### src/design/pse_map.svh
`ifndef PSE_MAP_SVH
`define PSE_MAP_SVH
// mode word fields
`define PSE_MD_SMART 5:1
`define PSE_MD_OE 6
`define PSE_MD_BINV 27
`define PSE_SM_USB 3'h6
`define PSE_SM_STX 5'h1c
`define PSE_SM_SRX 5'h1d
`define PSE_SM_ATX 5'h1e
`define PSE_SM_ARX 5'h1f
// parameter_x fields
`define PSE_X_LEN 4:0
`define PSE_X_UPD 5
`define PSE_X_NCO 15:0
`define PSE_X_WHOLE 31:16
`define PSE_X_FRAC 15:10
`define PSE_X_FZERO 31:26
// usb line commands written to parameter_y
`define PSE_Y_IDLE 8'h00
`define PSE_Y_SE0 8'h01
`define PSE_Y_K 8'h02
`define PSE_Y_J 8'h03
`define PSE_Y_EOP 8'h04
`define PSE_Y_SOP 8'h80
`define PSE_SYNC 8'h80
// usb bit-time counts
`define PSE_LINE_J_FS 2'h2
`define PSE_USB_LONG 3'h7
`define PSE_USB_SE0_ERR 3'h4
`define PSE_USB_STUFF 3'h6
`define PSE_EOP_J 2'h2
`define PSE_EOP_END 2'h3
`endif

### src/design/pse_pkg.sv
package pse_pkg;
    typedef enum logic [2:0] {OP_NONE, OP_MODE, OP_X, OP_Y, OP_RDACK, OP_RDQ, OP_ACK} pse_op_t;
    typedef struct packed {pse_op_t op; logic [31:0] data;} pse_cmd_t;
    typedef struct packed {logic flag; logic carry; logic [31:0] z;} pse_res_t;
    typedef struct packed {logic dp; logic dm;} pse_line_t;
    typedef enum logic [2:0] {SS_IDLE, SS_WLOW, SS_HALF, SS_STOP, SS_START, SS_DATA} pse_ser_t;
    typedef enum logic [1:0] {UT_LINE, UT_DATA, UT_EOP} pse_utx_t;
    typedef struct packed {
        logic [1:0] prev;
        logic [2:0] jr, kr, zr;
        logic [7:0] sh;
        logic [2:0] bc, ones;
        logic inp;
        logic [15:0] st;
    } pse_urx_t;
    typedef struct packed {
        logic [31:0] mode, x, z, sh, buff;
        logic flag, carry, oflag;
        logic [15:0] nco, usbst, bt;
        logic [5:0] facc;
        pse_utx_t utx;
        logic [7:0] ubuf, ush;
        logic ubfull, udrv, ulev;
        pse_line_t uline;
        logic [2:0] ubc, uones;
        logic [1:0] ueop;
        pse_ser_t ss;
        logic bfull, busy;
        logic [4:0] bcnt;
        logic breg, bprev, aprev, aprev2, edge_d;
        logic pin_out, pin_oe, dp_out, dp_oe, dm_out, dm_oe;
    } pse_st_t;
endpackage : pse_pkg

### src/design/pse_usb_rx.sv
`timescale 1ns/1ns
`include "pse_map.svh"
module pse_usb_rx import pse_pkg::*; (
    input logic clk_sys,
    input logic rst,
    input logic srst,
    input logic tick,
    input logic fs,
    input pse_line_t line,
    output logic [15:0] status
);
    pse_urx_t r, next_r;
    logic [1:0] jcode, lc;
    logic se0, se1, isj, isk, bit_v;
    logic [7:0] shv;
    logic [2:0] jn, kn, zn;

    always_comb begin
        next_r = r;
        jcode = fs ? `PSE_LINE_J_FS : ~`PSE_LINE_J_FS;
        lc = {line.dp, line.dm};
        se0 = lc == 2'h0;
        se1 = lc == 2'h3;
        isj = lc == jcode;
        isk = !se0 && !se1 && !isj;
        // nrzi: unchanged line is a one
        bit_v = lc == r.prev;
        shv = {bit_v, r.sh[7:1]};
        jn = !isj ? 3'h0 : (r.jr == 3'h7) ? 3'h7 : r.jr + 3'h1;
        kn = !isk ? 3'h0 : (r.kr == 3'h7) ? 3'h7 : r.kr + 3'h1;
        zn = !se0 ? 3'h0 : (r.zr == 3'h7) ? 3'h7 : r.zr + 3'h1;
        if (srst) begin
            next_r = '0;
            // all ones: a line leaving se0 never mimics the sync tail
            next_r.sh = 8'hff;
        end else if (tick) begin
            next_r.prev = lc;
            next_r.jr = jn;
            next_r.kr = kn;
            next_r.zr = zn;
            next_r.st[3] = se1;
            next_r.st[2] = se0;
            next_r.st[1] = kn == `PSE_USB_LONG;
            next_r.st[0] = jn == `PSE_USB_LONG;
            if (se1) begin
                next_r.st[6] = 1'b1;
            end
            if (jn == `PSE_USB_LONG || kn == `PSE_USB_LONG) begin
                next_r.st[5:4] = 2'h0;
            end
            if (se0) begin
                next_r.sh = 8'hff;
                if (r.inp) begin
                    next_r.inp = 1'b0;
                    next_r.st[5:4] = 2'h2;
                end
                if (zn == `PSE_USB_SE0_ERR && next_r.st[5]) begin
                    next_r.st[6] = 1'b1;
                end
            end else if (!se1) begin
                if (!r.inp) begin
                    next_r.sh = shv;
                    if (shv == `PSE_SYNC) begin
                        next_r.inp = 1'b1;
                        next_r.st[7:4] = 4'h1;
                        next_r.bc = 3'h0;
                        next_r.ones = 3'h0;
                    end
                end else if (r.ones == `PSE_USB_STUFF) begin
                    next_r.ones = 3'h0;
                    if (bit_v) begin
                        next_r.st[6] = 1'b1;
                    end
                end else begin
                    next_r.ones = bit_v ? r.ones + 3'h1 : 3'h0;
                    next_r.sh = shv;
                    next_r.bc = r.bc + 3'h1;
                    if (r.bc == 3'h7) begin
                        next_r.st[15:8] = shv;
                        next_r.st[7] = !r.st[7];
                    end
                end
            end
        end
    end

    always_ff @(posedge clk_sys or posedge rst) begin
        if (rst) begin
            r <= '0;
        end else begin
            r <= next_r;
        end
    end

    assign status = r.st;
endmodule : pse_usb_rx

### src/design/pse_engine.sv
`timescale 1ns/1ns
`include "pse_map.svh"
// How it works
// - usb even pin flags any receiver status change; reads return 16-bit status.
// - usb bit clock is an nco adding a 16-bit fraction from parameter_x.
// - usb parameter_y 0 floats, 1 se0, 2 k, 3 j, 4 eop sequence.
// - usb parameter_y 0x80 sends sync, then bytes, eop once buffer runs dry.
// - usb actions act at next bit time; odd flag says buffer emptied.
// - usb receive and transmit are separate, sharing only the nco; rx sees own drive.
// - rx flag locks until mode, x or y write, acking read or ack; error to carry.
// - status 15:8 last byte, bit 7 toggles per byte, cleared at sop.
// - status bit 6 error: stuffing violation, long eop se0, or se1.
// - bit 5 eop, bit 4 sop, each clears other; 7 j/k clears both.
// - bits 3,2 se1/se0 after one bit; bits 1,0 k/j after seven.
// - sync tx shifts lsb first, two clocks after registered b rise; b invertible.
// - sync tx continuous mode reloads every word and raises flag.
// - sync tx start-stop writes go direct before first clock, else wait.
// - parameter_x 4:0 holds word length minus one.
// - sync tx reset passes writes into shifter, pin low, lsb on release.
// - sync rx samples a before, or with, the registered b edge per x bit 5.
// - sync rx word flagged and placed msb-aligned in result.
// - async bit period: x 31:16 whole clocks, 15:10 sixty-fourths if 31:26 zero.
// - async tx loads, flags, sends high, start, data lsb first, then high.
// - async tx busy into carry until nothing pending; pin high in reset.
// - async rx waits high, falling edge, rechecks at half bit, samples, flags.
module pse_engine import pse_pkg::*; (
    input logic clk_sys,
    input logic rst,
    input logic dir,
    input pse_cmd_t cmd,
    input logic a_in,
    input logic b_in,
    input pse_line_t usb_in,
    output pse_res_t res,
    output logic odd_flag,
    output logic pin_out,
    output logic pin_oe,
    output logic dp_out,
    output logic dp_oe,
    output logic dm_out,
    output logic dm_oe
);
    pse_st_t s, n;
    logic [4:0] sm, len;
    logic usb, fs, srst, ackev, ywr, redge, btick, utick, sbit;
    logic [5:0] fr;
    logic [6:0] fsum;
    logic [15:0] per;
    logic [16:0] usum;
    logic [1:0] jl;
    logic [31:0] shn;
    logic [15:0] urx_st;

    // rx watches the pads, which carry our own drive as well
    pse_usb_rx u_rx (
        .clk_sys(clk_sys),
        .rst(rst),
        .srst(srst || !usb),
        .tick(utick),
        .fs(fs),
        .line(usb_in),
        .status(urx_st)
    );

    always_comb begin
        n = s;
        sm = s.mode[`PSE_MD_SMART];
        usb = sm[4:2] == `PSE_SM_USB;
        fs = sm[0];
        len = s.x[`PSE_X_LEN];
        srst = !dir;
        ackev = cmd.op inside {OP_MODE, OP_X, OP_Y, OP_RDACK, OP_ACK};
        ywr = cmd.op == OP_Y;
        redge = s.breg && !s.bprev;
        btick = s.bt == 16'h0000;
        fr = (s.x[`PSE_X_FZERO] == 6'h00) ? s.x[`PSE_X_FRAC] : 6'h00;
        fsum = {1'b0, s.facc} + {1'b0, fr};
        per = s.x[`PSE_X_WHOLE] - 16'h0001 + {15'h0000, fsum[6]};
        usum = {1'b0, s.nco} + {1'b0, s.x[`PSE_X_NCO]};
        utick = usb && dir && usum[16];
        jl = fs ? `PSE_LINE_J_FS : ~`PSE_LINE_J_FS;
        shn = {1'b0, s.sh[31:1]};
        sbit = 1'b0;
        n.breg = b_in ^ s.mode[`PSE_MD_BINV];
        n.bprev = s.breg;
        n.aprev = a_in;
        n.aprev2 = s.aprev;
        n.edge_d = redge;
        if (!btick) begin
            n.bt = s.bt - 16'h0001;
        end
        if (ackev) begin
            n.flag = 1'b0;
        end
        if (cmd.op == OP_MODE) begin
            n.mode = cmd.data;
        end
        if (cmd.op == OP_X) begin
            n.x = cmd.data;
        end
        n.pin_oe = s.mode[`PSE_MD_OE] && !usb;
        n.dp_oe = 1'b0;
        n.dm_oe = 1'b0;
        n.pin_out = 1'b0;
        if (usb) begin
            n.nco = usum[15:0];
            n.usbst = urx_st;
            n.z = {16'h0000, urx_st};
            n.carry = urx_st[6];
            // a change seen while locked is dropped; an ack in the same cycle unlocks
            if (urx_st != s.usbst && (!s.flag || ackev)) begin
                n.flag = 1'b1;
            end
            if (ywr) begin
                n.oflag = 1'b0;
            end
            if (srst) begin
                n.utx = UT_LINE;
                n.udrv = 1'b0;
                n.nco = 16'h0000;
            end else if (utick) begin
                unique case (s.utx)
                    UT_LINE: begin
                        if (s.ubfull) begin
                            n.ubfull = 1'b0;
                            n.oflag = 1'b1;
                            n.udrv = 1'b1;
                            case (s.ubuf)
                                `PSE_Y_IDLE: n.udrv = 1'b0;
                                `PSE_Y_SE0: n.uline = 2'h0;
                                `PSE_Y_K: n.uline = ~jl;
                                `PSE_Y_J: n.uline = jl;
                                `PSE_Y_EOP: begin
                                    n.uline = 2'h0;
                                    n.ueop = 2'h1;
                                    n.utx = UT_EOP;
                                end
                                `PSE_Y_SOP: begin
                                    n.uline = jl;
                                    n.ulev = 1'b1;
                                    n.ush = `PSE_SYNC;
                                    n.ubc = 3'h0;
                                    n.uones = 3'h0;
                                    n.utx = UT_DATA;
                                end
                                default: n.udrv = s.udrv;
                            endcase
                        end
                    end
                    UT_DATA: begin
                        if (s.uones == `PSE_USB_STUFF) begin
                            n.ulev = !s.ulev;
                            n.uones = 3'h0;
                        end else begin
                            n.ulev = s.ush[0] ? s.ulev : !s.ulev;
                            n.uones = s.ush[0] ? s.uones + 3'h1 : 3'h0;
                            n.ush = {1'b0, s.ush[7:1]};
                            n.ubc = s.ubc + 3'h1;
                            if (s.ubc == 3'h7) begin
                                if (s.ubfull) begin
                                    n.ush = s.ubuf;
                                    n.ubfull = 1'b0;
                                    n.oflag = 1'b1;
                                end else begin
                                    n.ueop = 2'h0;
                                    n.utx = UT_EOP;
                                end
                            end
                        end
                        n.uline = n.ulev ? jl : ~jl;
                    end
                    UT_EOP: begin
                        n.ueop = s.ueop + 2'h1;
                        n.uline = (s.ueop == `PSE_EOP_J) ? jl : 2'h0;
                        if (s.ueop == `PSE_EOP_END) begin
                            n.udrv = 1'b0;
                            n.utx = UT_LINE;
                        end
                    end
                endcase
            end
            // a second write before the odd flag overwrites the pending one
            if (ywr) begin
                n.ubuf = cmd.data[7:0];
                n.ubfull = 1'b1;
            end
            n.dp_out = n.uline.dp;
            n.dm_out = n.uline.dm;
            n.dp_oe = n.udrv && s.mode[`PSE_MD_OE];
            n.dm_oe = n.udrv && s.mode[`PSE_MD_OE];
        end else begin
            case (sm)
                `PSE_SM_STX: begin
                    if (srst) begin
                        n.bcnt = 5'h00;
                        n.bfull = 1'b0;
                    end else if (s.edge_d) begin
                        n.sh = shn;
                        n.bcnt = s.bcnt + 5'h01;
                        if (s.bcnt == len) begin
                            n.bcnt = 5'h00;
                            if (!s.x[`PSE_X_UPD] || s.bfull) begin
                                n.sh = s.buff;
                                n.bfull = 1'b0;
                                n.flag = 1'b1;
                            end
                        end
                    end
                    if (ywr) begin
                        if (srst || (s.x[`PSE_X_UPD] && s.bcnt == 5'h00 && !s.edge_d)) begin
                            n.sh = cmd.data;
                        end else begin
                            n.buff = cmd.data;
                            n.bfull = 1'b1;
                        end
                    end
                    n.pin_out = !srst && n.sh[0];
                    n.carry = s.z[31];
                end
                `PSE_SM_SRX: begin
                    if (srst) begin
                        n.bcnt = 5'h00;
                    end else if (redge) begin
                        sbit = s.x[`PSE_X_UPD] ? s.aprev : s.aprev2;
                        n.sh = {sbit, s.sh[31:1]};
                        n.bcnt = s.bcnt + 5'h01;
                        if (s.bcnt == len) begin
                            n.bcnt = 5'h00;
                            n.z = {sbit, s.sh[31:1]};
                            n.flag = 1'b1;
                        end
                    end
                    n.carry = n.z[31];
                end
                `PSE_SM_ATX: begin
                    if (srst) begin
                        n.ss = SS_IDLE;
                    end else begin
                        unique case (s.ss)
                            SS_STOP: begin
                                if (btick) begin
                                    n.ss = SS_START;
                                    n.bt = per;
                                    n.facc = fsum[5:0];
                                end
                            end
                            SS_START: begin
                                if (btick) begin
                                    n.ss = SS_DATA;
                                    n.bcnt = 5'h00;
                                    n.bt = per;
                                    n.facc = fsum[5:0];
                                end
                            end
                            SS_DATA: begin
                                if (btick) begin
                                    n.sh = shn;
                                    n.bcnt = s.bcnt + 5'h01;
                                    n.bt = per;
                                    n.facc = fsum[5:0];
                                    if (s.bcnt == len) begin
                                        n.ss = SS_IDLE;
                                    end
                                end
                            end
                            default: begin
                                if (s.bfull) begin
                                    n.sh = s.buff;
                                    n.bfull = 1'b0;
                                    n.flag = 1'b1;
                                    n.ss = SS_STOP;
                                    n.bt = per;
                                    n.facc = fsum[5:0];
                                end else begin
                                    n.busy = 1'b0;
                                end
                            end
                        endcase
                    end
                    if (ywr) begin
                        n.buff = cmd.data;
                        n.bfull = 1'b1;
                        n.busy = 1'b1;
                    end
                    n.pin_out = srst || (n.ss == SS_DATA ? n.sh[0] : n.ss != SS_START);
                    n.carry = n.busy;
                end
                `PSE_SM_ARX: begin
                    if (srst) begin
                        n.ss = SS_IDLE;
                    end else begin
                        unique case (s.ss)
                            SS_WLOW: begin
                                if (!a_in) begin
                                    n.ss = SS_HALF;
                                    n.bt = {1'b0, s.x[31:17]};
                                    n.facc = 6'h00;
                                end
                            end
                            SS_HALF: begin
                                if (btick) begin
                                    n.ss = a_in ? SS_WLOW : SS_START;
                                    n.bt = per;
                                    n.facc = fsum[5:0];
                                end
                            end
                            SS_START: begin
                                if (btick) begin
                                    n.ss = SS_DATA;
                                    n.bcnt = 5'h00;
                                end
                            end
                            SS_DATA: begin
                                if (btick) begin
                                    n.sh = {a_in, s.sh[31:1]};
                                    n.bcnt = s.bcnt + 5'h01;
                                    n.bt = per;
                                    n.facc = fsum[5:0];
                                    if (s.bcnt == len) begin
                                        n.z = {a_in, s.sh[31:1]};
                                        n.flag = 1'b1;
                                        n.ss = SS_IDLE;
                                    end
                                end
                            end
                            default: begin
                                if (a_in) begin
                                    n.ss = SS_WLOW;
                                end
                            end
                        endcase
                    end
                    n.carry = n.z[31];
                end
                default: n.carry = s.z[31];
            endcase
        end
        if (srst) begin
            n.flag = 1'b0;
            n.oflag = 1'b0;
        end
    end

    always_ff @(posedge clk_sys or posedge rst) begin
        if (rst) begin
            s <= '0;
        end else begin
            s <= n;
        end
    end

    assign res = {s.flag, s.carry, s.z};
    assign odd_flag = s.oflag;
    assign pin_out = s.pin_out;
    assign pin_oe = s.pin_oe;
    assign dp_out = s.dp_out;
    assign dp_oe = s.dp_oe;
    assign dm_out = s.dm_out;
    assign dm_oe = s.dm_oe;
endmodule : pse_engine

### config.mk
export PLATFORM = sky130hd
export DESIGN_NAME = pse_engine
export DESIGN_NICKNAME = d
export VERILOG_FILES = /design/src/design/pse_pkg.sv /design/src/design/pse_usb_rx.sv /design/src/design/pse_engine.sv
export VERILOG_INCLUDE_DIRS = /design/src /design/src/design
export SDC_FILE = /design/constraint.sdc
export NUM_CORES = 1
export LEC_CHECK = 0
export BUFFER_PORTS_ARGS = -buffer_cell sky130_fd_sc_hd__buf_2
export CELL_PAD_IN_SITES_DETAIL_PLACEMENT = 0
export CELL_PAD_IN_SITES_GLOBAL_PLACEMENT = 1
export CORE_MARGIN = 2
export CORE_UTILIZATION = 49
export DETAILED_ROUTE_END_ITERATION = 12
export HOLD_SLACK_MARGIN = 0.02
export PLACE_DENSITY = 0.87
export SLEW_MARGIN = 0
export SYNTH_ARGS = -nofsm -noshare
export SYNTH_HDL_FRONTEND = slang
export SYNTH_SLANG_ARGS = --single-unit
### constraint.sdc
create_clock -name clk_sys -period 10.3 [get_ports clk_sys]
set_input_delay 1.545 -clock clk_sys [delete_from_list [all_inputs] [get_ports clk_sys]]
set_output_delay 1.545 -clock clk_sys [all_outputs]
set_load 0.005 [all_outputs]
==> results.md <==
* Outcome: complete, no violations
* Post-synth EDFFs at 0
* CP max-delay cell: or4b_2
* Mean routed wirelength per cell at roughly 21 um
* Setup violators final at 0
* Clock edge transition at the registers on the reported setup and hold paths at around 70 ps
* Skew-Pair Late Insertion Delay at 510 ps
* Root Driver: clkbuf_16
* Synth-to-Final Area Change at 10.8%
* Grt peak-use layer: met2
* Worst setup path startpoint: s[232]
* Vias in the first global route at approximately 13000
* Io pins at 83
* Max stage delay on crit path at 660 ps
* Type of the setup path with the least slack: reg -> reg
* Global placer's final weighted congestion at 0.946
* Kind of start point of the critical path: register
* Largest clock skew in the final design at roughly 15 ps
* Post-synthesis async set-or-reset flop share at 100%
* Kind of path behind the tightest hold check: reg -> reg
* Hold buffers post-CTS at 0
* Number of antenna violations at the first check in global routing at 1
* Final Max Tran Viols at 0
* Area of the mapped netlist at 16100 um2
* Post-route DRC violation count at 0
* Synthesized netlist net count at ~1800
* Post CTS Setup Buffer Count at 0
* Count of cells resized by post-cts repair at 0
* Final Net Count at around 1800
* Placed Area at around 17000 um2
* Pin count of the biggest net entering global routing at around 180
* Syn Inst Count at approximately 1700
* Total gr overflow at 0
* Starting utilization of the core area at 49.7%
* Die Span X at approximately 190 um
* First-pass GRT wire length at 73000 um
* Count of input and output buffers at 82
* Number of violations of the max-capacitance limit at 0
* Prevailing post-synth register cell: dfrtp_1
* Capture instance of the worst register-to-register path: s[72]
* Post-layout minimum cycle time at about 4700 ps
* Leakage power of the design at ~7.8 nW
* CP arrival at a little over 5000 ps
* Proportion of power drawn by flip-flops and latches at about two fifths
* Sw Share at between 30% and 40%
* Critical path fanouts, max at 7
* CTS Sinks at between 200 and 300
* Sequential-to-total area share from yosys stat at a little over two fifths
* Number of placement rows at between 60 and 70
* GR Util met1 at 39.6%
* First-pass DRT Iterations at 9
* Capturing instance or port of the critical path: s[72]
* Final antenna-violating net count at 0
* Met2 track demand over resource in global routing at 41.4%
* Fraction of final layout cells sized beyond drive strength 1 at around 15%
* Final Cycle Share at ~46%
* Post-route standard cell area excluding fillers at about 18000 um2
* Clock share of power at 33.7%
* Detailed router's first-iteration violation count at about 1400
* Worst hold slack at about 380 ps
* Bufs on Longest Clock Path at 3
* Number of H-tree branching levels at 2
* Drt via density at 6.21
* Minimum setup slack among reg-to-reg paths at about 5600 ps
* Combinational Power Share at ~27%
* Worst path most repeated cell: ha_1
* Number of hold-slack violations in the final timing report at 0
* Highest attainable clock frequency at 211 MHz
* Routed vias at 13500
* Worst rel slew slack at 29.7%
* Met3 Usage GRT at about 4.3%
* Global Route Usage Sum at a little over a quarter
* Internal power of the cells at 0.00251 W
* Worst r2r path cells at 16
* Total power density per cell area at roughly 220 nW/um2
* Fill cell total of the finished layout at 2887
* IR Drop Worst-Case VDD at roughly 180 uV
* Worst flop-to-flop path startpoint: s[232]
* Core footprint at between 30000 and 40000 um2
* Number of storage elements in the synthesis netlist at around 280
* Clock tree from TritonCTS: done
* Synth warnings at 0
* Number of buffers created by CTS at 34
* Critical Path End Type: register
* RSZ-0062 raised after global routing: false
* Aggregate negative setup slack at 0 ps
* Pin slew with the least headroom to its limit at roughly 1100 ps
* Post-synthesis average cell area at between 9 and 10 um2
* Number of distinct library cells after synthesis at 89
* Required time at the worst-slack endpoint at between 10000 and 15000 ps
* Vertical extent of the die at 186 um
* Power spent charging and discharging nets at between 0.001 and 0.0015 W
* Final Routed Wirelength at approximately 46000 um
* Cell chain of the critical path: or4_1 > nor3_1 > and2_1 > ha_1 > a21o_1 > a21oi_1 > o21bai_1 > a21oi_1 > ha_1 > ha_1 > or4b_2 > nor2_1 > nand2_1 > nor4_1 > xnor2_1 > o211ai_1
* Area enclosed by the die boundary at approximately 34000 um2
* Half-perimeter wire length after detailed placement at about 32000 um
power groups by stage:
| stage | logic [W] | registers [W] | clock network [W] |
|---|---|---|---|
| after floorplan | 0.000827 | 0.00141 | 0 |
| after global placement | 0.00100 | 0.00152 | 0 |
| after detailed placement | 0.00102 | 0.00152 | 0 |
| after CTS | 0.00103 | 0.00151 | 0.00132 |
| after global routing | 0.00115 | 0.00154 | 0.00136 |
| final | 0.00104 | 0.00152 | 0.00130 |
cells in the mapped netlist, types with 8 or more instances:
library cell / n / area [um2]
dfrtp_1: 282 / 7060
nand2_1: 270 / 1010
o21ai_0: 126 / 631
clkbuf_1: 75 / 282
a21oi_1: 73 / 365
nor2_1: 71 / 267
mux2_2: 54 / 608
ha_1: 47 / 588
nand3_1: 42 / 210
inv_1: 39 / 146
xor2_1: 37 / 324
buf_4: 36 / 270
o2bb2ai_1: 36 / 315
nor3_1: 34 / 170
a222oi_1: 30 / 300
mux2i_1: 25 / 250
xnor2_1: 24 / 210
a22o_1: 19 / 166
nor4_1: 19 / 119
nand2b_1: 18 / 113
nand4_1: 18 / 113
a31oi_1: 17 / 106
and2_1: 17 / 106
o211ai_1: 15 / 113
or3_1: 15 / 93.8
a21boi_0: 14 / 105
a21o_1: 14 / 105
a2bb2oi_1: 14 / 123
a22oi_1: 13 / 97.6
nor2b_1: 13 / 81.3
and3_1: 11 / 68.8
or2_2: 10 / 62.6
buf_2: 9 / 45.0
a211oi_1: 8 / 60.1
o21a_1: 8 / 60.1
o31ai_1: 8 / 60.1
or4_1: 8 / 60.1
worst min-delay path by stage:
stage | to | startpoint | cells after the start | slack (ps)
floorplan | s[7] | n[7] | 0 | 350
global placement | s[7] | n[7] | 0 | 360
detailed placement | s[7] | n[7] | 0 | 390
CTS | s[7] | n[7] | 0 | 390
global route | s[7] | n[7] | 0 | 410
finish | s[7] | n[7] | 0 | 380
cells by family (layout without fill, tap and decap cells):
kind of cell             after synthesis  count (layout)  share of synthesized area [%]
AND/OR/NAND/NOR                      582             582                           17.4
AO/OA/AOI/OAI                        484             484                           21.5
flip-flops                           282             282                           43.7
buffers and inverters                167             202                           4.93
multiplexers                          79              79                           5.32
XOR/XNOR                              61              61                           3.31
adder cells (fa/ha/maj)               49              49                           3.89
other                                  0               1                              0
flip-flops by register name (all words and copies together), names as in the netlist, 2 cells and up, named ones only:
name	count
u_rx.r	25
len	5
u_rx.status	16
n	2
s	193
res	34
through the flow:
stage	util [%]	setup slack (ps)	std cells	power [W]
after CTS	55.1	5580	2181	0.00385
after global placement	51.3	5750	2120	0.00252
final	55.1	5570	2182	0.00386
after global routing	55.1	5240	2181	0.00405
after detailed placement	51.3	5590	2120	0.00255
after floorplan	-	976	1704	0.00224
critical path, delay by kind of cell, from the launching register on:
| family | cells | cell delay [ps] |
|---|---|---|
| adders and majority gates | 3 | 640 |
| AOI/OAI and AO/OA | 5 | 760 |
| and+or+nand+nor | 7 | 2560 |
| DFF | 1 | 450 |
| xor gates and xnor gates | 1 | 160 |
placed cells by master, fill, tap and decap left out, types with 7 or more instances in the layout:
cell	count
nor2_1	68
a21oi_1	73
nand2_1	270
a211o_1	7
nor4_1	19
inv_1	38
a31oi_1	17
nor3_1	34
xor2_1	37
a21o_1	14
a21boi_0	14
nand2b_1	18
o32ai_1	7
a222oi_1	30
buf_4	18
o21a_1	8
nand3_1	42
a22o_1	19
nor2b_1	13
or2_2	10
or4_1	8
o2bb2ai_1	36
o31ai_1	8
or3_1	15
nand4_1	18
a211oi_1	8
a2bb2oi_1	14
and3_1	11
mux2_2	54
o211ai_1	15
clkbuf_16	37
dfrtp_1	282
xnor2_1	24
and2_1	17
mux2i_1	25
buf_2	82
o21ai_0	126
a22oi_1	13
ha_1	47
layout make-up:
class / instances / area [um2] / share of cell area, %
well taps: 442 / 553 / 3.09
clock inverters: 13 / 206 / 1.15
multi-input cells: 1255 / 8330 / 46.6
inverters: 40 / 158 / 0.881
repair buffers: 101 / 566 / 3.16
diodes: 1 / 2.50 / 0.0140
flip-flops and latches: 282 / 7060 / 39.5
clock buffers: 48 / 1020 / 5.69
layer usage:
layer | part of all wire [%] | wire [um] | vias up
li1 | - | - | 6261
met1 | 45 | 20600 | 6649
met2 | 45 | 20700 | 542
met3 | 7.6 | 3530 | 95
met4 | 3.0 | 1390 | 0
met5 | 0 | 0 | -
No activity file was read; power rests on OpenSTA's default activity.
